[src/dtp_pkg.sv]
// Constants, types and helper functions for the DMA trigger and priority control block
package dtp_pkg;

   ////////////////////////////////////////////////////////////////////////////
   // Sizes
   localparam int NUM_CH   = 8;
   localparam int CH_W     = 3;
   localparam int NUM_HI   = 4;
   localparam int HI_BASE  = 4;
   localparam int NUM_TRIG = 32;
   localparam int TSEL_W   = 5;
   localparam int ADDR_W   = 8;
   localparam int DATA_W   = 32;
   localparam int REG_W    = 16;

   ////////////////////////////////////////////////////////////////////////////
   // Register offsets (byte addresses)
   localparam logic [ADDR_W-1:0] OFS_TRIG45  = 8'h00;
   localparam logic [ADDR_W-1:0] OFS_TRIG67  = 8'h04;
   localparam logic [ADDR_W-1:0] OFS_OPTS    = 8'h08;
   localparam logic [ADDR_W-1:0] OFS_IRQ_STS = 8'h0C;
   localparam logic [ADDR_W-1:0] OFS_IRQ_MSK = 8'h10;
   localparam logic [ADDR_W-1:0] OFS_ABORT   = 8'h14;

   ////////////////////////////////////////////////////////////////////////////
   // Field layout and reset values
   localparam int TSEL_LO_LSB   = 0;
   localparam int TSEL_HI_LSB   = 8;
   localparam int OPT_NMI_BIT   = 0;
   localparam int OPT_RR_BIT    = 1;
   localparam int OPT_RMW_BIT   = 2;
   localparam int IRQ_DONE_BIT  = 0;
   localparam int IRQ_ABORT_BIT = 1;
   localparam logic [REG_W-1:0] TSEL_MASK  = 16'h1F1F;
   localparam logic [REG_W-1:0] OPTS_MASK  = 16'h0007;
   localparam logic [REG_W-1:0] IRQ_MASK   = 16'h0003;
   localparam logic [REG_W-1:0] ABORT_MASK = 16'h00FF;
   localparam logic [REG_W-1:0] REG_RST    = 16'h0000;
   localparam logic [REG_W-1:0] REG_ZERO   = 16'h0000;
   localparam logic [1:0]       RESP_OKAY   = 2'h0;
   localparam logic [1:0]       RESP_SLVERR = 2'h2;

   ////////////////////////////////////////////////////////////////////////////
   // Transfer sequencer states
   typedef enum logic [1:0] {DTP_IDLE, DTP_XFER, DTP_STOP} dtp_state_t;

   ////////////////////////////////////////////////////////////////////////////
   // Byte-lane merge of a write into a 16-bit register
   function automatic logic [REG_W-1:0] dtp_wmerge(input logic [REG_W-1:0] old,
                                                   input logic [DATA_W-1:0] wdata,
                                                   input logic [3:0] strb,
                                                   input logic [REG_W-1:0] mask);
      logic [REG_W-1:0] res;
      res = old;
      if (strb[0]) begin
         res[7:0] = wdata[7:0];
      end
      if (strb[1]) begin
         res[15:8] = wdata[15:8];
      end
      return res & mask;
   endfunction

   // Lowest set request index
   function automatic logic [CH_W-1:0] dtp_first_set(input logic [NUM_CH-1:0] req);
      logic [CH_W-1:0] idx;
      idx = '0;
      for (int i = NUM_CH - 1; i >= 0; i--) begin
         if (req[i]) begin
            idx = (CH_W)'(i);
         end
      end
      return idx;
   endfunction

endpackage

[src/dtp_arbiter.sv]
// Channel arbiter with fixed or rotating priority order
`timescale 1ns/1ps
module dtp_arbiter (
   input  wire logic                        core_clk_i,
   input  wire logic                        rst_n_i,
   input  wire logic [dtp_pkg::NUM_CH-1:0]  req_i,
   input  wire logic                        rotate_i,
   input  wire logic                        advance_i,
   input  wire logic [dtp_pkg::CH_W-1:0]    adv_ch_i,
   output logic                             gnt_valid_o,
   output logic [dtp_pkg::CH_W-1:0]         gnt_ch_o
);

   logic [dtp_pkg::CH_W-1:0] order_r   [dtp_pkg::NUM_CH];
   logic [dtp_pkg::CH_W-1:0] order_nxt [dtp_pkg::NUM_CH];
   logic [dtp_pkg::CH_W-1:0] eff       [dtp_pkg::NUM_CH];

   ////////////////////////////////////////////////////////////////////////////
   // Effective order: identity in fixed mode
   for (genvar g = 0; g < dtp_pkg::NUM_CH; g++) begin : g_eff
      assign eff[g] = rotate_i ? order_r[g] : (dtp_pkg::CH_W)'(g);
   end

   // Lowest-numbered position with a pending request wins
   always_comb begin
      gnt_valid_o = 1'b0;
      gnt_ch_o    = '0;
      for (int i = dtp_pkg::NUM_CH - 1; i >= 0; i--) begin
         if (req_i[eff[i]]) begin
            gnt_valid_o = 1'b1;
            gnt_ch_o    = eff[i];
         end
      end
   end

   // Served channel drops to the bottom, the channels below it move up one place
   always_comb begin
      logic passed;
      passed = 1'b0;
      for (int i = 0; i < dtp_pkg::NUM_CH; i++) begin
         order_nxt[i] = eff[i];
      end
      if (advance_i && rotate_i) begin
         for (int i = 0; i < dtp_pkg::NUM_CH - 1; i++) begin
            if (eff[i] == adv_ch_i) begin
               passed = 1'b1;
            end
            if (passed) begin
               order_nxt[i] = eff[i + 1];
            end
         end
         order_nxt[dtp_pkg::NUM_CH-1] = adv_ch_i;
      end
   end

   always_ff @(posedge core_clk_i or negedge rst_n_i) begin
      if (!rst_n_i) begin
         for (int i = 0; i < dtp_pkg::NUM_CH; i++) begin
            order_r[i] <= (dtp_pkg::CH_W)'(i);
         end
      end else begin
         order_r <= order_nxt;
      end
   end
endmodule // dtp_arbiter

[src/dtp_ctrl.sv]
// DMA global control: trigger select, priority mode, RMW block, NMI abort, AXI4-Lite slave
//
// Overview of operation
// Channels 4-7 select trigger 0-31 with 5-bit fields at bits 12-8 and 4-0.
// Reserved bits read as zero; writes to them are ignored.
// With RMW block set, no transfer starts during a CPU read-modify-write.
// With rotating priority clear, channel 0 is highest down to channel 7.
// With rotating priority set, the priority order changes after every transfer. The code keeps the order when the served channel is already lowest.
// With NMI abort on, NMI finishes current transfer, stops others, sets abort flag.
// With NMI abort off, an NMI never interrupts or stops transfers.
// Rotating mode moves the served channel to lowest, others shift up in order.
`timescale 1ns/1ps
module dtp_ctrl (
   input  wire logic                          core_clk_i,
   input  wire logic                          rst_n_i,
   // AXI4-Lite slave
   input  wire logic [dtp_pkg::ADDR_W-1:0]    s_axi_awaddr_i,
   input  wire logic                          s_axi_awvalid_i,
   output logic                               s_axi_awready_o,
   input  wire logic [dtp_pkg::DATA_W-1:0]    s_axi_wdata_i,
   input  wire logic [3:0]                    s_axi_wstrb_i,
   input  wire logic                          s_axi_wvalid_i,
   output logic                               s_axi_wready_o,
   output logic [1:0]                         s_axi_bresp_o,
   output logic                               s_axi_bvalid_o,
   input  wire logic                          s_axi_bready_i,
   input  wire logic [dtp_pkg::ADDR_W-1:0]    s_axi_araddr_i,
   input  wire logic                          s_axi_arvalid_i,
   output logic                               s_axi_arready_o,
   output logic [dtp_pkg::DATA_W-1:0]         s_axi_rdata_o,
   output logic [1:0]                         s_axi_rresp_o,
   output logic                               s_axi_rvalid_o,
   input  wire logic                          s_axi_rready_i,
   // Channel requests and triggers
   input  wire logic [dtp_pkg::HI_BASE-1:0]   ch_req_lo_i,
   input  wire logic [dtp_pkg::NUM_TRIG-1:0]  trig_i,
   input  wire logic                          cpu_rmw_i,
   input  wire logic                          nmi_i,
   // Transfer engine handshake
   output logic                               xfer_start_o,
   output logic [dtp_pkg::CH_W-1:0]           xfer_ch_o,
   input  wire logic                          xfer_done_i,
   // Selected triggers, abort flags and interrupt
   output logic [dtp_pkg::TSEL_W-1:0]         trigger_select_ch4_o,
   output logic [dtp_pkg::TSEL_W-1:0]         trigger_select_ch5_o,
   output logic [dtp_pkg::TSEL_W-1:0]         trigger_select_ch6_o,
   output logic [dtp_pkg::TSEL_W-1:0]         trigger_select_ch7_o,
   output logic [dtp_pkg::NUM_CH-1:0]         channel_abort_flag_o,
   output logic                               irq_o
);

   ////////////////////////////////////////////////////////////////////////////
   // Declarations
   logic [dtp_pkg::REG_W-1:0]   tsel45_r;
   logic [dtp_pkg::REG_W-1:0]   tsel67_r;
   logic [dtp_pkg::REG_W-1:0]   opts_r;
   logic [dtp_pkg::REG_W-1:0]   irq_sts_r;
   logic [dtp_pkg::REG_W-1:0]   irq_msk_r;
   logic [dtp_pkg::REG_W-1:0]   abort_r;
   logic [dtp_pkg::REG_W-1:0]   irq_sts_nxt;
   logic [dtp_pkg::REG_W-1:0]   abort_nxt;
   logic                        awready_r;
   logic                        bvalid_r;
   logic [1:0]                  bresp_r;
   logic                        arready_r;
   logic                        rvalid_r;
   logic [1:0]                  rresp_r;
   logic [dtp_pkg::DATA_W-1:0]  rdata_r;
   logic                        irq_r;
   logic                        xfer_start_r;
   logic [dtp_pkg::CH_W-1:0]    xfer_ch_r;
   logic                        nmi_seen_r;
   dtp_pkg::dtp_state_t         state_r;
   dtp_pkg::dtp_state_t         state_nxt;

   ////////////////////////////////////////////////////////////////////////////
   // Write address decode
   wire wr_en        = awready_r && s_axi_awvalid_i && s_axi_wvalid_i;
   wire wr_hit_t45   = s_axi_awaddr_i == dtp_pkg::OFS_TRIG45;
   wire wr_hit_t67   = s_axi_awaddr_i == dtp_pkg::OFS_TRIG67;
   wire wr_hit_opts  = s_axi_awaddr_i == dtp_pkg::OFS_OPTS;
   wire wr_hit_sts   = s_axi_awaddr_i == dtp_pkg::OFS_IRQ_STS;
   wire wr_hit_msk   = s_axi_awaddr_i == dtp_pkg::OFS_IRQ_MSK;
   wire wr_hit_abort = s_axi_awaddr_i == dtp_pkg::OFS_ABORT;
   wire wr_mapped    = wr_hit_t45 | wr_hit_t67 | wr_hit_opts | wr_hit_sts | wr_hit_msk | wr_hit_abort;

   // Write-one-to-clear masks
   wire [dtp_pkg::REG_W-1:0] sts_clr = (wr_en && wr_hit_sts) ?
      dtp_pkg::dtp_wmerge(dtp_pkg::REG_ZERO, s_axi_wdata_i, s_axi_wstrb_i, dtp_pkg::IRQ_MASK) : dtp_pkg::REG_ZERO;
   wire [dtp_pkg::REG_W-1:0] abort_clr = (wr_en && wr_hit_abort) ?
      dtp_pkg::dtp_wmerge(dtp_pkg::REG_ZERO, s_axi_wdata_i, s_axi_wstrb_i, dtp_pkg::ABORT_MASK) : dtp_pkg::REG_ZERO;

   ////////////////////////////////////////////////////////////////////////////
   // Read address decode
   wire rd_en        = arready_r && s_axi_arvalid_i;
   wire rd_hit_t45   = s_axi_araddr_i == dtp_pkg::OFS_TRIG45;
   wire rd_hit_t67   = s_axi_araddr_i == dtp_pkg::OFS_TRIG67;
   wire rd_hit_opts  = s_axi_araddr_i == dtp_pkg::OFS_OPTS;
   wire rd_hit_sts   = s_axi_araddr_i == dtp_pkg::OFS_IRQ_STS;
   wire rd_hit_msk   = s_axi_araddr_i == dtp_pkg::OFS_IRQ_MSK;
   wire rd_hit_abort = s_axi_araddr_i == dtp_pkg::OFS_ABORT;
   wire rd_mapped    = rd_hit_t45 | rd_hit_t67 | rd_hit_opts | rd_hit_sts | rd_hit_msk | rd_hit_abort;
   wire [dtp_pkg::REG_W-1:0] rd_data16 =
      rd_hit_t45   ? tsel45_r  :
      rd_hit_t67   ? tsel67_r  :
      rd_hit_opts  ? opts_r    :
      rd_hit_sts   ? irq_sts_r :
      rd_hit_msk   ? irq_msk_r :
      rd_hit_abort ? abort_r   : dtp_pkg::REG_ZERO;

   ////////////////////////////////////////////////////////////////////////////
   // Option bits and trigger routing
   wire opt_nmi = opts_r[dtp_pkg::OPT_NMI_BIT];
   wire opt_rr  = opts_r[dtp_pkg::OPT_RR_BIT];
   wire opt_rmw = opts_r[dtp_pkg::OPT_RMW_BIT];

   logic [dtp_pkg::TSEL_W-1:0] tsel_hi [dtp_pkg::NUM_HI];
   logic [dtp_pkg::NUM_CH-1:0] req_all;
   assign tsel_hi[0] = tsel45_r[dtp_pkg::TSEL_LO_LSB +: dtp_pkg::TSEL_W];
   assign tsel_hi[1] = tsel45_r[dtp_pkg::TSEL_HI_LSB +: dtp_pkg::TSEL_W];
   assign tsel_hi[2] = tsel67_r[dtp_pkg::TSEL_LO_LSB +: dtp_pkg::TSEL_W];
   assign tsel_hi[3] = tsel67_r[dtp_pkg::TSEL_HI_LSB +: dtp_pkg::TSEL_W];
   assign req_all[dtp_pkg::HI_BASE-1:0] = ch_req_lo_i;
   for (genvar k = 0; k < dtp_pkg::NUM_HI; k++) begin : g_trig
      assign req_all[dtp_pkg::HI_BASE+k] = trig_i[tsel_hi[k]];
   end

   ////////////////////////////////////////////////////////////////////////////
   // Arbiter
   logic                     gnt_valid;
   logic [dtp_pkg::CH_W-1:0] gnt_ch;
   wire xfer_end = (state_r == dtp_pkg::DTP_XFER) && xfer_done_i;
   wire nmi_hit  = opt_nmi && (nmi_seen_r || nmi_i);
   wire rmw_hold = opt_rmw && cpu_rmw_i;
   wire start_ok = (state_r == dtp_pkg::DTP_IDLE) && gnt_valid && !rmw_hold;

   dtp_arbiter u_arb (
      .core_clk_i  (core_clk_i),
      .rst_n_i     (rst_n_i),
      .req_i       (req_all),
      .rotate_i    (opt_rr),
      .advance_i   (xfer_end),
      .adv_ch_i    (xfer_ch_r),
      .gnt_valid_o (gnt_valid),
      .gnt_ch_o    (gnt_ch)
   );

   ////////////////////////////////////////////////////////////////////////////
   // Transfer sequencer
   always_comb begin
      state_nxt = state_r;
      case (state_r)
         dtp_pkg::DTP_IDLE: begin
            if (start_ok) begin
               state_nxt = dtp_pkg::DTP_XFER;
            end
         end
         dtp_pkg::DTP_XFER: begin
            if (xfer_done_i) begin
               state_nxt = nmi_hit ? dtp_pkg::DTP_STOP : dtp_pkg::DTP_IDLE;
            end
         end
         dtp_pkg::DTP_STOP: begin
            if (abort_r == dtp_pkg::REG_ZERO) begin
               state_nxt = dtp_pkg::DTP_IDLE;
            end
         end
         default: begin
            state_nxt = dtp_pkg::DTP_IDLE;
         end
      endcase
   end

   always_ff @(posedge core_clk_i or negedge rst_n_i) begin
      if (!rst_n_i) begin
         state_r      <= dtp_pkg::DTP_IDLE;
         xfer_start_r <= 1'b0;
         xfer_ch_r    <= '0;
         nmi_seen_r   <= 1'b0;
      end else begin
         state_r      <= state_nxt;
         xfer_start_r <= start_ok;
         if (start_ok) begin
            xfer_ch_r <= gnt_ch;
         end
         nmi_seen_r   <= (state_r == dtp_pkg::DTP_XFER) && !xfer_done_i && nmi_hit;
      end
   end

   ////////////////////////////////////////////////////////////////////////////
   // Sticky flags: set wins over clear
   wire abort_evt = xfer_end && nmi_hit;
   wire [dtp_pkg::REG_W-1:0] abort_set = abort_evt ?
      (dtp_pkg::REG_W)'({{(dtp_pkg::NUM_CH-1){1'b0}}, 1'b1} << xfer_ch_r) : dtp_pkg::REG_ZERO;
   assign abort_nxt = (abort_r & ~abort_clr) | abort_set;
   always_comb begin
      irq_sts_nxt = irq_sts_r & ~sts_clr;
      irq_sts_nxt[dtp_pkg::IRQ_DONE_BIT]  = irq_sts_nxt[dtp_pkg::IRQ_DONE_BIT] | xfer_end;
      irq_sts_nxt[dtp_pkg::IRQ_ABORT_BIT] = irq_sts_nxt[dtp_pkg::IRQ_ABORT_BIT] | abort_evt;
   end

   ////////////////////////////////////////////////////////////////////////////
   // Registers
   always_ff @(posedge core_clk_i or negedge rst_n_i) begin
      if (!rst_n_i) begin
         tsel45_r  <= dtp_pkg::REG_RST;
         tsel67_r  <= dtp_pkg::REG_RST;
         opts_r    <= dtp_pkg::REG_RST;
         irq_msk_r <= dtp_pkg::REG_RST;
         irq_sts_r <= dtp_pkg::REG_RST;
         abort_r   <= dtp_pkg::REG_RST;
         irq_r     <= 1'b0;
      end else begin
         if (wr_en && wr_hit_t45) begin
            tsel45_r <= dtp_pkg::dtp_wmerge(tsel45_r, s_axi_wdata_i, s_axi_wstrb_i, dtp_pkg::TSEL_MASK);
         end
         if (wr_en && wr_hit_t67) begin
            tsel67_r <= dtp_pkg::dtp_wmerge(tsel67_r, s_axi_wdata_i, s_axi_wstrb_i, dtp_pkg::TSEL_MASK);
         end
         if (wr_en && wr_hit_opts) begin
            opts_r <= dtp_pkg::dtp_wmerge(opts_r, s_axi_wdata_i, s_axi_wstrb_i, dtp_pkg::OPTS_MASK);
         end
         if (wr_en && wr_hit_msk) begin
            irq_msk_r <= dtp_pkg::dtp_wmerge(irq_msk_r, s_axi_wdata_i, s_axi_wstrb_i, dtp_pkg::IRQ_MASK);
         end
         irq_sts_r <= irq_sts_nxt;
         abort_r   <= abort_nxt;
         irq_r     <= |(irq_sts_r & irq_msk_r);
      end
   end

   ////////////////////////////////////////////////////////////////////////////
   // AXI4-Lite handshakes
   always_ff @(posedge core_clk_i or negedge rst_n_i) begin
      if (!rst_n_i) begin
         awready_r <= 1'b0;
         bvalid_r  <= 1'b0;
         bresp_r   <= dtp_pkg::RESP_OKAY;
         arready_r <= 1'b0;
         rvalid_r  <= 1'b0;
         rresp_r   <= dtp_pkg::RESP_OKAY;
         rdata_r   <= '0;
      end else begin
         awready_r <= s_axi_awvalid_i && s_axi_wvalid_i && !awready_r && !bvalid_r;
         if (wr_en) begin
            bvalid_r <= 1'b1;
            bresp_r  <= wr_mapped ? dtp_pkg::RESP_OKAY : dtp_pkg::RESP_SLVERR;
         end else if (s_axi_bready_i) begin
            bvalid_r <= 1'b0;
         end
         arready_r <= s_axi_arvalid_i && !arready_r && !rvalid_r;
         if (rd_en) begin
            rvalid_r <= 1'b1;
            rresp_r  <= rd_mapped ? dtp_pkg::RESP_OKAY : dtp_pkg::RESP_SLVERR;
            rdata_r  <= {dtp_pkg::REG_ZERO, rd_data16};
         end else if (s_axi_rready_i) begin
            rvalid_r <= 1'b0;
         end
      end
   end

   ////////////////////////////////////////////////////////////////////////////
   // Outputs
   assign s_axi_awready_o      = awready_r;
   assign s_axi_wready_o       = awready_r;
   assign s_axi_bvalid_o       = bvalid_r;
   assign s_axi_bresp_o        = bresp_r;
   assign s_axi_arready_o      = arready_r;
   assign s_axi_rvalid_o       = rvalid_r;
   assign s_axi_rresp_o        = rresp_r;
   assign s_axi_rdata_o        = rdata_r;
   assign xfer_start_o         = xfer_start_r;
   assign xfer_ch_o            = xfer_ch_r;
   assign trigger_select_ch4_o = tsel_hi[0];
   assign trigger_select_ch5_o = tsel_hi[1];
   assign trigger_select_ch6_o = tsel_hi[2];
   assign trigger_select_ch7_o = tsel_hi[3];
   assign channel_abort_flag_o = abort_r[dtp_pkg::NUM_CH-1:0];
   assign irq_o                = irq_r;

   wire [dtp_pkg::CH_W-1:0] fixed_pick = dtp_pkg::dtp_first_set(req_all);
   wire full_strb = s_axi_wstrb_i[0] && s_axi_wstrb_i[1];
endmodule // dtp_ctrl

[config.mk]
export PLATFORM = sky130hd
export DESIGN_NAME = dtp_ctrl
export DESIGN_NICKNAME = d
export VERILOG_FILES = /design/src/dtp_pkg.sv /design/src/dtp_arbiter.sv /design/src/dtp_ctrl.sv
export SDC_FILE = /design/constraint.sdc
export NUM_CORES = 1
export LEC_CHECK = 0
export BUFFER_PORTS_ARGS = -buffer_cell sky130_fd_sc_hd__buf_2
export CORE_UTILIZATION = 44
export CTS_CLUSTER_DIAMETER = 80
export CTS_CLUSTER_SIZE = 10
export DETAILED_ROUTE_END_ITERATION = 12
export PLACE_DENSITY_LB_ADDON = 0.15
export SLEW_MARGIN = 20
export SYNTH_ARGS = -nofsm -noshare
export SYNTH_HDL_FRONTEND = slang
export SYNTH_SLANG_ARGS = --single-unit
export TNS_END_PERCENT = 30
[constraint.sdc]
create_clock -name core_clk_i -period 3.1 [get_ports core_clk_i]
set_input_delay 0.62 -clock core_clk_i [delete_from_list [all_inputs] [get_ports core_clk_i]]
set_output_delay 0.62 -clock core_clk_i [all_outputs]
set_load 0.02 [all_outputs]
# After elaboration in Yosys (flattened, before gate mapping)
# Index checks and enable logic that the tools add are counted.
# op_classes
bitwise_logic	18
n_shift	1
n_div	0
reduce_logical	44
eq_ne	22
mux	91
n_addsub	0
order_cmp	12
n_mul	0
# ops
op	n
$mux 16	7
$mux 3	23
$mux 1	38
$and 16x16->16	2
$eq 8x4->1 const B	4
$eq 8x5->1 const B	4
$lt 3x4->1 const B	8
$bmux 1 s3	8
$lt 5x6->1 const B	4
$mux 24	1
$logic_and 1x1->1	23
$eq 3x3->1	7
$bmux 1 s5	4
$and 16x2->16	1
$eq 8x3->1 const B	2
$logic_not 16->1	1
$logic_not 8->1	2
$mux 8	2
$not 2->16	1
$not 8->16	1
$or 16x16->16	1
$reduce_or 16->1	1
$shl 1x3->16 const A	1
$mux 2	7
other kinds (11)	35
# totals
in_bits	98
mem_count	0
latchBits	0
romBits	0
elab_cells	216
ramBits	0
regBits	113

# Logic depth before layout (Yosys ltp)
# Gate-level depths: netlist of run 1.
# depth
word_depth	18
ltp_mapped	14

# Hierarchy
# From an unflattened synthesis of run 1, not the netlist that was laid out.
# unflattened
cells_unflattened	737
hier_area_um2	6854.1
# modules_own_cells
module	n_inst	area_each_um2	cells_per_inst	seq_area_each_um2
dtp_ctrl	1	4181.5	413	1601.5
dtp_arbiter	1	2672.6	324	615.6

# Worst setup path after synthesis of run 1
# No wires, ideal clock.
# synth_timing
kind	register to register
startpoint	register tsel45_r[1] (netlist name)
endpoint	register xfer_ch_r (netlist bit xfer_ch_o[2])
path_slack_ns	0.321
stages_incl_launch_ff	13
required_time_ns	2.979
setup_time_ns	0.121
arrival_time_ns	2.658
path_cell_list	dfrtp_1 -> buf_6 -> mux2_4 -> o2bb2ai_2 -> a211oi_2 -> a31o_4 -> nor2_8 -> o22ai_1 -> nor4_4 -> nand3_1 -> o31ai_4 -> nor2_1 -> a22o_1
# synth_between
elab_chain_len	14
# synth_lines
item	line	text
from (decl)	dtp_ctrl.sv:54	logic [dtp_pkg::REG_W-1:0] tsel45_r;
from (signal assigned)	dtp_ctrl.sv:206	tsel45_r <= dtp_pkg::REG_RST;
from (signal assigned)	dtp_ctrl.sv:215	tsel45_r <= dtp_pkg::dtp_wmerge(tsel45_r, s_axi_wdata_i, s_axi_wstrb_i, dtp_pkg::TSEL_MASK);
$bmux 1 s5 (*)	dtp_ctrl.sv:125	assign req_all[dtp_pkg::HI_BASE+k] = trig_i[tsel_hi[k]];
$mux 1 (implied by the code) (*)	dtp_ctrl.sv:125	
$bmux 1 s3	dtp_arbiter.sv:29	if (req_i[eff[i]]) begin
$mux 1 (implied by the code)	dtp_arbiter.sv:29	
$mux 1 (8 in series)	dtp_arbiter.sv:29	
$logic_and 1x1->1 (2 in series)	dtp_ctrl.sv:135	wire start_ok = (state_r == dtp_pkg::DTP_IDLE) && gnt_valid && !rmw_hold;
to (signal assigned)	dtp_ctrl.sv:184	xfer_ch_r <= gnt_ch;
to (decl)	dtp_ctrl.sv:71	logic [dtp_pkg::CH_W-1:0] xfer_ch_r;
# Every way passes the cells marked *; elsewhere a longest branch is shown, timed or not. The select of a mux whose other input is x is not followed.
# A chain may end at the register's enable or synchronous reset.

# Final worst setup path of run 1
# layout_timing
startpoint	register tsel45_r[1] (netlist name)
endpoint	register xfer_ch_r (netlist bit xfer_ch_o[1])
# layout_between
elab_chain_len	14
# layout_lines
item	line
$bmux 1 s5 (*)	dtp_ctrl.sv:125
$mux 1 (implied by the code) (*)	dtp_ctrl.sv:125
$bmux 1 s3	dtp_arbiter.sv:29
$mux 1 (implied by the code)	dtp_arbiter.sv:29
$mux 1 (7 in series)	dtp_arbiter.sv:29
$mux 1 (*)	dtp_arbiter.sv:29
$logic_and 1x1->1 (*) (2 in series)	dtp_ctrl.sv:135
via start_ok	dtp_ctrl.sv:135
# Mark *: on every way through the listed nets, which the timed path passes. The rest lies on a longest branch. The select of a mux whose other input is x is not followed.

==> out/results.tsv, run 1 <==
stage	metric	value	unit
run_status	status	completed	
drt	First DRT Iteration DRCs	586	
placement	Place WS	-120	ps
power_and_ir_drop	Pwr Total	5890	uW
drt	DRT antenna net count	0	
timing	worst slew pin tran	807	ps
timing	Slew HR	46.0	%
grt	first-pass GRT wire length	34400	um
synthesis	sequential area share after synthesis	32.8	%
setup_path	R2R setup slack	60	ps
clock_tree	Clock Latency Late Sink	350	ps
timing	Highest Clock Rate	329	MHz
die	die width	126	um
die	Top Ports	172	
grt	Tot GR Track Use	28.0	%
clock_tree	clock tree sinks	88	
clock_tree	CTS tree	yes	
finish	Cell Count, Final, Fillers Out	1112	
min_path	Hold Crit Class	primary input to async pin	
clock_tree	number of CTS-inserted buffers	9	
setup_path	crit path launch type	register	
die	Starting Density	45.8	%
clock_tree	Clk pin slew, worst setup/hold paths	70	ps
grt	largest net degree at the start of global routing	85	
finish	Design Area, Final	8360	um2
timing	max-slew violations	0	
setup_path	RR Endpoint	xfer_ch_o[1]	
timing	Final Hold Violating Endpoints	0	
clock_tree	# H-tree levels	3	
synthesis	Yosys cell types	83	
power_and_ir_drop	Power Dens Cells	705	nW/um2
drt	WL/cell	20.0	um
placement	count of buffers from port buffering	132	
power_and_ir_drop	VDD IR max	0.328	mV
timing	post-route setup slack	58.2	ps
drt	final WL	22200	um
die	Core Footprint	14800	um2
clock_tree	root buffer cell	clkbuf_16	
placement	Inst Count DP	1092	
setup_path	Critical Path RT	3330	ps
timing	RSZ-0062 raised after global routing	yes	
synthesis	synthesized instance count	754	
setup_path	critical path arrival	3270	ps
grt	number of global-route vias before repair	6420	
placement	dpl cell area	7880	um2
finish	area growth from synthesis to layout	23.7	%
synthesis	top_reg_cell synth	dfrtp_1	
synthesis	Post-synth ARST share	100	%
timing	setup TNS	0	ps
setup_path	RR Startpoint	tsel45_r[1]	
synthesis	Post-Syn Area	6760	um2
finish	Final #Nets	1021	
synthesis	synth warn	0	
timing	Final Cycle Share	98.1	%
synthesis	Post-synth EDFFs	0	
drt	vias	6676	
placement	RD Place Congestion	0.941	
setup_path	critical-path maximum fanout	8	
timing	Worst Skew	5.44	ps
drt	Residual DRC	0	
finish	share of cells above drive strength 1	34.2	%
grt	initial antenna violation count	0	
run	Max-Cap Viols	0	
setup_path	FF-to-FF path depth	14	
grt	GRT Residual Overflow	0	
placement	half-perimeter wire length after placement	16800	um
drt	vias per std cell	6.00	
power_and_ir_drop	P_leak	0.00367	uW
clock_tree	CTS max path bufs	2	
die	die footprint	15900	um2
finish	ANT cells	0	
setup_path	Critical Setup Path Class	register to register	
die	Die Ht	126	um
synthesis	register bit total from synthesis	88	
die	row cnt	44	
synthesis	Syn Area/Cell	8.97	um2
drt	1st-pass router iterations	7	
timing	# setup viols final	0	
timing	minimum clock period	3040	ps
setup_path	Worst Setup End Kind	register	
[logic make-up (layout without fill, tap and decap cells)]
kind of cell,count (synthesis),count (layout),synth area share (%)
simple gates,261,261,19.3
compound gates,198,198,20.9
mux,120,120,19.1
flops,88,88,32.8
buf+inv,73,230,6.09
xor+xnor,13,13,1.68
other cells,1,18,0.0555
[worst max-delay path, cell delays in order, from the launching register on]
cell and delay, ps:
dfrtp_2 500, buf_6 160, mux2i_2 150, a211o_1 270
a211oi_2 250, a31o_4 200, nor2_8 80, mux4_2 490
o21ba_4 250, nand3_4 60, o31ai_4 80, buf_6 180
inv_4 50, o21a_1 150, a22oi_2 60
[sequential cells by signal, indices dropped and copies added (netlist names), 2 cells and up]
signal	cells
u_arb.order_r	24
opts_r	3
s_axi_rdata_o	15
state_r	2
irq_msk_r	2
tsel67_r	10
irq_sts_r	2
abort_r	8
xfer_ch_o	3
tsel45_r	10
[Yosys cell counts, types with 10 or more instances]
master,n,area (um2)
a211oi_1,10,75.1
a21oi_1,40,200
a22oi_1,21,158
buf_4,21,158
clkbuf_1,21,78.8
dfrtp_1,76,1900
dfstp_2,12,315
inv_1,15,56.3
mux2_2,39,439
mux2i_1,76,761
nand2_1,95,357
nand2b_1,20,125
nand3_1,29,145
nor2_1,46,173
nor2b_1,14,87.6
nor3_1,12,60.1
o21ai_0,43,215
o31ai_1,16,120
[cells in the final DEF (no fill, tap or decap), types with 4 or more instances in the layout]
cell       synthesis  final
conb_1             1     18
a31oi_1            5      5
dfstp_2           12     12
nor2_1            46     44
xnor2_1            9      9
buf_2              5    131
a21oi_1           40     38
buf_12             0      4
mux2_2            39     39
clkbuf_16          0      9
mux2i_1           76     74
nand2b_1          20     20
a211oi_1          10     10
nor3b_1            5      5
inv_1             15     15
o211ai_1           6      6
dfrtp_1           76     74
buf_4             21     59
nor2b_1           14     10
a22oi_1           21     20
buf_6              7      4
nor4_1             5      5
and2_1             9      9
nand2_1           95     93
xor2_1             4      4
a32o_1             6      6
o31ai_1           16     15
nor3_1            12     11
o22ai_1            5      5
nand3_1           29     27
o21ai_0           43     43
nand2_2            2      4
[per-layer routing]
layer	global-route usage, %	routed length [um]	vias up	share of wire (%)
li1	-	-	3088	-
met1	38.7	10000	3247	45
met2	45.3	10300	309	46
met3	4.21	1460	32	6.6
met4	8.72	395	0	1.8
met5	0	0	-	0
[per-stage QoR]
stage / util [%] / hold slack [ps]
after global placement: 53.4 / 436
after global routing: 56.7 / 369
after floorplan: - / 324
final: 56.7 / 321
after detailed placement: 53.4 / 442
after CTS: 55.5 / 429
[what timing repair did]
action                     CTS  global route
pin swaps                    0            16
hold buffers                 0             0
setup buffers                0             5
setup endpoints to repair    2             6
gates resized for setup      3            29
[worst max path at each step]
stage,from,end,slack [ps]
after floorplan,tsel45_r[1],xfer_ch_o[2],320
after global routing,tsel45_r[1],xfer_ch_o[1],-30
final,tsel45_r[1],xfer_ch_o[1],60
after global placement,trig_i[30],xfer_ch_o[1],-100
after detailed placement,trig_i[10],xfer_ch_o[1],-120
after CTS,tsel45_r[8],xfer_ch_o[1],10
[cell type report]
| type | count | area (um2) |
|---|---|---|
| fill | 1386 | 6390 |
| multi-input combinational | 610 | 4320 |
| sequential | 88 | 2220 |
| timing repair buffer | 198 | 1220 |
| tap | 184 | 230 |
| clock buffer | 10 | 229 |
| clock inverter | 6 | 75.1 |
| inverter | 16 | 62.6 |
[power by group]
group          internal, uW  total (uW)  switching [uW]  leakage, uW
registers              1400        1810             402      0.00114
clock network           639        1150             512     0.000146
logic                  1350        2940            1590      0.00239
No activity file was read; power rests on OpenSTA's default activity.
==> run 2: changes to the inputs <==
- ABC_AREA: unset -> 0
- CTS_CLUSTER_SIZE: 10 -> unset
- SYNTH_HIERARCHICAL: unset -> 1
==> out/results.tsv, run 2 <==
stage	metric	value	unit
synthesis	top_reg_cell synth	dfrtp_1	
setup_path	Crit-path slowest cell	dfrtp_4	
clock_tree	number of CTS-inserted buffers	9	
placement	RD Place Congestion	0.915	
die	Top Ports	172	
die	row cnt	45	
timing	max-slew violations	0	
placement	half-perimeter wire length after placement	18200	um
clock_tree	root buffer cell	clkbuf_16	
synthesis	Syn Area/Cell	9.30	um2
clock_tree	# H-tree levels	3	
synthesis	register bit total from synthesis	88	
placement	Inst Count DP	1114	
clock_tree	CTS tree	yes	
die	Starting Density	45.1	%
finish	most frequent cells in the layout	buf_2, buf_4, mux2i_1	
grt	largest net degree at the start of global routing	51	
min_path	Hold Crit Class	primary input to async pin	
finish	Final #Nets	1052	
timing	minimum clock period	3690	ps
clock_tree	# hold bufs at CTS	0	
synthesis	mux share of post-synthesis cell area	22.4	%
synthesis	top-count cell post-synth	mux2i_1	
finish	max FFs per register	24	
placement	dpl cell area	8320	um2
synthesis	Synth Area in Adders	0	%
synthesis	synth warn	6	
setup_path	crit path launch type	register	
finish	leading cell type in the layout, fill and taps excluded	buf_2	
drt	First DRT Iteration DRCs	427	
clock_tree	Clk pin slew, worst setup/hold paths	80	ps
grt	Tot GR Track Use	30.0	%
synthesis	Simple-Gate Fraction of Synth Area	19.6	%
drt	WL/cell	20.6	um
synthesis	synth cell count leaders	mux2i_1, nand2_1, dfrtp_1, mux2_2, nor2_1	
timing	worst slew pin tran	887	ps
timing	Highest Clock Rate	271	MHz
run_status	failing checks	negative setup slack	
grt	number of global-route vias before repair	6545	
synthesis	Yosys cell types	79	
setup_path	Critical Path RT	3330	ps
drt	DRT antenna net count	0	
die	Core Footprint	15200	um2
run	Max-Cap Viols	0	
drt	1st-pass router iterations	4	
synthesis	Post-synth EDFFs	0	
synthesis	Post-Syn Area	6850	um2
timing	Slew HR	40.3	%
finish	ANT cells	0	
finish	Largest Register	u_arb/order_r	
timing	RSZ-0062 raised after global routing	yes	
timing	setup TNS	-3200	ps
finish	share of cells above drive strength 1	36.7	%
power_and_ir_drop	Power Dens Cells	389	nW/um2
grt	GRT Residual Overflow	0	
synthesis	Post-synth ARST share	100	%
finish	utilization after layout	58.4	%
die	Die Ht	127	um
drt	vias	6769	
placement	Place WS	-717	ps
timing	Final Hold Violating Endpoints	0	
finish	area growth from synthesis to layout	29.6	%
drt	final WL	23700	um
finish	Design Area, Final	8880	um2
run_status	status	complete, but fails checks	
synthesis	Yosys top cell by area	dfrtp_1	
setup_path	critical-path cell list	buf_8 -> mux2i_1 -> a22oi_1 -> nand4b_1 -> o22ai_1 -> a311o_2 -> buf_4 -> mux2i_1 -> o21ai_1 -> a221oi_2 -> o2111ai_2 -> or3_1 -> inv_1 -> a211oi_1 -> and2b_2 -> or2_2	
drt	Residual DRC	0	
timing	Worst Skew	12.6	ps
power_and_ir_drop	VDD IR max	0.265	mV
drt	vias per std cell	5.90	
die	die footprint	16100	um2
grt	first-pass GRT wire length	37200	um
setup_path	critical-path maximum fanout	8	
synthesis	synthesized instance count	737	
synthesis	Synth top area share	27.7	%
synthesis	sequential area share after synthesis	32.3	%
setup_path	CP most frequent cell	mux2i_1	
timing	post-route setup slack	-592	ps
clock_tree	Clock Latency Late Sink	360	ps
clock_tree	clock tree sinks	88	
synthesis	area share of xor/xnor cells in the synthesized design	1.79	%
setup_path	critical path arrival	3920	ps
die	die width	127	um
timing	# setup viols final	6	
timing	Final Cycle Share	119	%
setup_path	Worst Setup End Kind	register	
finish	Cell Count, Final, Fillers Out	1147	
synthesis	Compound-Gate Fraction of Synth Area	17.6	%
setup_path	Critical Setup Path Class	register to register	
grt	initial antenna violation count	0	
power_and_ir_drop	P_leak	0.00407	uW
synthesis	largest family of logic cells by synthesized area	multiplexers	
placement	count of buffers from port buffering	132	
clock_tree	CTS max path bufs	2	
synthesis	Synth area leaders	dfrtp_1, mux2i_1, mux2_2, dfstp_2, nand2_1	
setup_path	delay of the slowest critical-path stage	550	ps
run 2: cell count changes after synthesis, moves of 7 or more:
cell / change
a21oi_1: -16
nand4b_1: +8
o21ai_0: -20
mux2i_1: +19
nand2_1: -18
nor2_1: -17
mux2_1: +7
buf_6: -7
buf_2: +9
o31ai_1: -12
run 2: report_power, final:
part / switching (uW) / internal, uW / total [uW]
Combinational: 537 / 397 / 934
Sequential: 78.0 / 1190 / 1270
Clock: 536 / 724 / 1260
run 2: layer usage:
metal / global-route usage, % / vias up / wire, um
li1: - / 3167 / -
met1: 43.9 / 3293 / 11400
met2: 46.0 / 280 / 10500
met3: 4.68 / 29 / 1400
met4: 7.70 / 0 / 381
met5: 0 / - / 0
run 2: repair_timing:
item | 4_1_cts | 5_1_grt
setup endpoints to repair | 6 | 6
pin swaps | 0 | 8
setup buffers | 6 | 11
resized for setup | 11 | 14
endpoints found under the hold margin | 0 | 0
run 2: cells by family (layout without fill, tap and decap cells):
logic type,Yosys count,after routing
other,1,18
muxes,142,142
xor gates and xnor gates,14,14
and+or+nand+nor,245,245
AOI/OAI and AO/OA,165,165
DFF,88,88
buffers and inverters,82,287
run 2: through the flow:
step           power, uW  hold WS [ps]
4_1_cts             3460           321
6_report            3460           287
5_1_grt             3590           358
2_1_floorplan       1810           324
3_5_place_dp        2190           457
3_3_place_gp        2170           439
run 2: area by class of cell:
type | count | area, um2
Inverter | 19 | 71.3
Sequential cell | 88 | 2230
Clock inverter | 7 | 106
Tap cell | 188 | 235
Timing Repair Buffer | 252 | 1650
Fill cell | 1358 | 6320
Clock buffer | 9 | 225
Multi-Input combinational cell | 584 | 4370
run 2: final timing paths:
kind	start	endpoint	slack (ps)	cells after the start
min in group core_clk_i	s_axi_rready_i	s_axi_rvalid_o	440	2
worst min register to register	s_axi_bvalid_o	s_axi_awready_o	470	1
worst min-delay path	rst_n_i	tsel67_r[3]	290	1
max in group asynchronous	rst_n_i	u_arb/order_r[16]	2100	2
worst max register to register	tsel67_r[0]	state_r[0]	-590	16
worst max-delay path	tsel67_r[0]	state_r[0]	-590	16
run 2: critical path: cells and delay by family (launching register included):
family	cells	cell delay, ps
muxes	2	350
AOI/OAI and AO/OA	7	1260
buffers and inverters	3	410
DFF	1	550
and+or+nand+nor	4	990
==> run 3: changes to the inputs <==
- PLACE_DENSITY: unset -> 0.66
- PLACE_DENSITY_LB_ADDON: 0.15 -> unset
- REMOVE_ABC_BUFFERS: unset -> 1
- SKIP_CTS_REPAIR_TIMING: unset -> 1
==> out/results.tsv, run 3 (synthesized netlist as in run 2, its figures left out) <==
stage	metric	value	unit
run_status	status	complete, but fails checks	
run_status	failing checks	negative setup slack	
die	Starting Density	45.1	%
grt	Tot GR Track Use	25.9	%
finish	Design Area, Final	8750	um2
timing	Slew HR	56.1	%
drt	final WL	21100	um
run	Max-Cap Viols	0	
setup_path	Critical Setup Path Class	register to register	
setup_path	critical-path maximum fanout	8	
finish	max FFs per register	24	
clock_tree	Clk pin slew, worst setup/hold paths	70	ps
finish	Final #Nets	1031	
die	die width	127	um
placement	Inst Count DP	1099	
power_and_ir_drop	combinational power share	27.1	%
power_and_ir_drop	Clock power frac	34.0	%
die	Die Ht	127	um
drt	DRT antenna net count	0	
timing	Worst Skew	10.9	ps
drt	WL/cell	18.7	um
setup_path	delay of the slowest critical-path stage	410	ps
grt	largest net degree at the start of global routing	28	
finish	area growth from synthesis to layout	27.7	%
die	Core Footprint	15200	um2
setup_path	Critical Path RT	3340	ps
finish	FF+latch area	2220	um2
power_and_ir_drop	Pwr Total	3260	uW
timing	worst slew pin tran	649	ps
clock_tree	CTS tree	yes	
setup_path	FF-to-FF path depth	16	
clock_tree	CTS max path bufs	2	
clock_tree	number of CTS-inserted buffers	9	
timing	Final Cycle Share	116	%
drt	1st-pass router iterations	5	
grt	initial antenna violation count	0	
grt	first-pass GRT wire length	32500	um
clock_tree	clock tree sinks	88	
grt	GRT Residual Overflow	0	
finish	Cell Count, Final, Fillers Out	1126	
setup_path	Worst Setup End Kind	register	
clock_tree	# H-tree levels	3	
setup_path	crit path launch type	register	
timing	Highest Clock Rate	277	MHz
setup_path	critical path arrival	3850	ps
timing	Final Hold Violating Endpoints	0	
clock_tree	Clock Latency Late Sink	360	ps
finish	share of cells above drive strength 1	35.5	%
clock_tree	root buffer cell	clkbuf_16	
finish	utilization after layout	57.6	%
power_and_ir_drop	Pint	2130	uW
finish	leading cell type in the layout, fill and taps excluded	buf_2	
drt	First DRT Iteration DRCs	648	
finish	ANT cells	0	
setup_path	Crit-path slowest cell	or3_4	
die	Top Ports	172	
timing	post-route setup slack	-509	ps
grt	number of global-route vias before repair	6088	
setup_path	R2R setup slack	-510	ps
finish	Largest Register	u_arb/order_r	
timing	max-slew violations	0	
power_and_ir_drop	P_leak	0.00397	uW
power_and_ir_drop	sequential share of power	38.9	%
min_path	Hold Crit Class	primary input to async pin	
finish	footprint of the multi-input gates	4390	um2
placement	RD Place Congestion	0.943	
die	row cnt	45	
placement	half-perimeter wire length after placement	15800	um
timing	minimum clock period	3610	ps
timing	RSZ-0062 raised after global routing	yes	
setup_path	RR Startpoint	tsel67_r[9]	
die	die footprint	16100	um2
timing	# setup viols final	6	
setup_path	Worst Path Buf+Inv	4	
setup_path	critical-path cell list	buf_12 -> buf_8 -> mux2i_1 -> and3_1 -> o22ai_2 -> a311o_1 -> buf_6 -> mux2i_1 -> o21ai_0 -> a221oi_2 -> o2111ai_2 -> or3_4 -> inv_2 -> a211oi_1 -> and2b_2 -> mux2_2	
setup_path	RR Endpoint	xfer_ch_o[0]	
drt	vias	6685	
drt	vias per std cell	5.94	
power_and_ir_drop	Psw	1130	uW
placement	Place WS	-673	ps
power_and_ir_drop	Power Dens Cells	372	nW/um2
setup_path	CP most frequent cell	mux2i_1	
finish	# fillers	1370	
placement	count of buffers from port buffering	132	
setup_path	critical path's top delay family	compound AO/OA/AOI/OAI gates	
drt	Residual DRC	0	
finish	most frequent cells in the layout	buf_2, mux2i_1, buf_4	
power_and_ir_drop	sw frac	34.6	%
placement	dpl cell area	8230	um2
power_and_ir_drop	VDD IR max	0.254	mV
## run 3: layout make-up
cell class                 count  share of cell area (%)
inverter                      19                   0.815
sequential                    88                    25.4
multi-input combinational    584                    50.2
clock buffer                   9                    2.57
clock inverter                 7                   0.843
tap                          188                    2.69
timing repair buffer         231                    17.6
## run 3: worst reg2reg max path, delay by kind of cell (launching register included)
kind / cells / cell delay (ps)
AO/OA/AOI/OAI: 6 / 1130
AND/OR/NAND/NOR: 3 / 820
multiplexers: 3 / 660
buffers and inverters: 4 / 500
flip-flops: 1 / 380
## run 3: worst max path at each step
stage                     start            to  slack (ps)  cells past startpoint
floorplan           tsel67_r[0]    state_r[0]        -790                     15
global placement     trig_i[11]    state_r[0]        -650                     16
detailed placement   trig_i[17]    state_r[0]        -670                     16
CTS                 tsel67_r[0]    state_r[0]        -570                     16
global route        tsel67_r[0]  xfer_ch_o[0]        -620                     17
finish              tsel67_r[9]  xfer_ch_o[0]        -510                     16
## run 3: metrics by stage
| step | hold WS, ps | setup TNS, ps |
|---|---|---|
| 2_1_floorplan | 324 | -4150 |
| 3_3_place_gp | 441 | -3550 |
| 3_5_place_dp | 447 | -3700 |
| 4_1_cts | 176 | -3070 |
| 5_1_grt | 193 | -3410 |
| 6_report | 171 | -2710 |
## run 3: power groups by stage
stage                     combinational (uW)  clock, uW  sequential (uW)
after CTS                                855       1130             1260
after detailed placement                 850          0             1290
after global placement                   844          0             1280
after global routing                     948       1170             1270
after floorplan                          417          0             1340
final                                    881       1110             1270
## run 3: layer usage
layer	track usage [%]	wire length (um)	vias to the layer above
met2	42.4	9890	294
met3	3.50	1160	38
met5	0	0	-
li1	-	-	3136
met4	8.68	414	0
met1	35.2	9620	3217
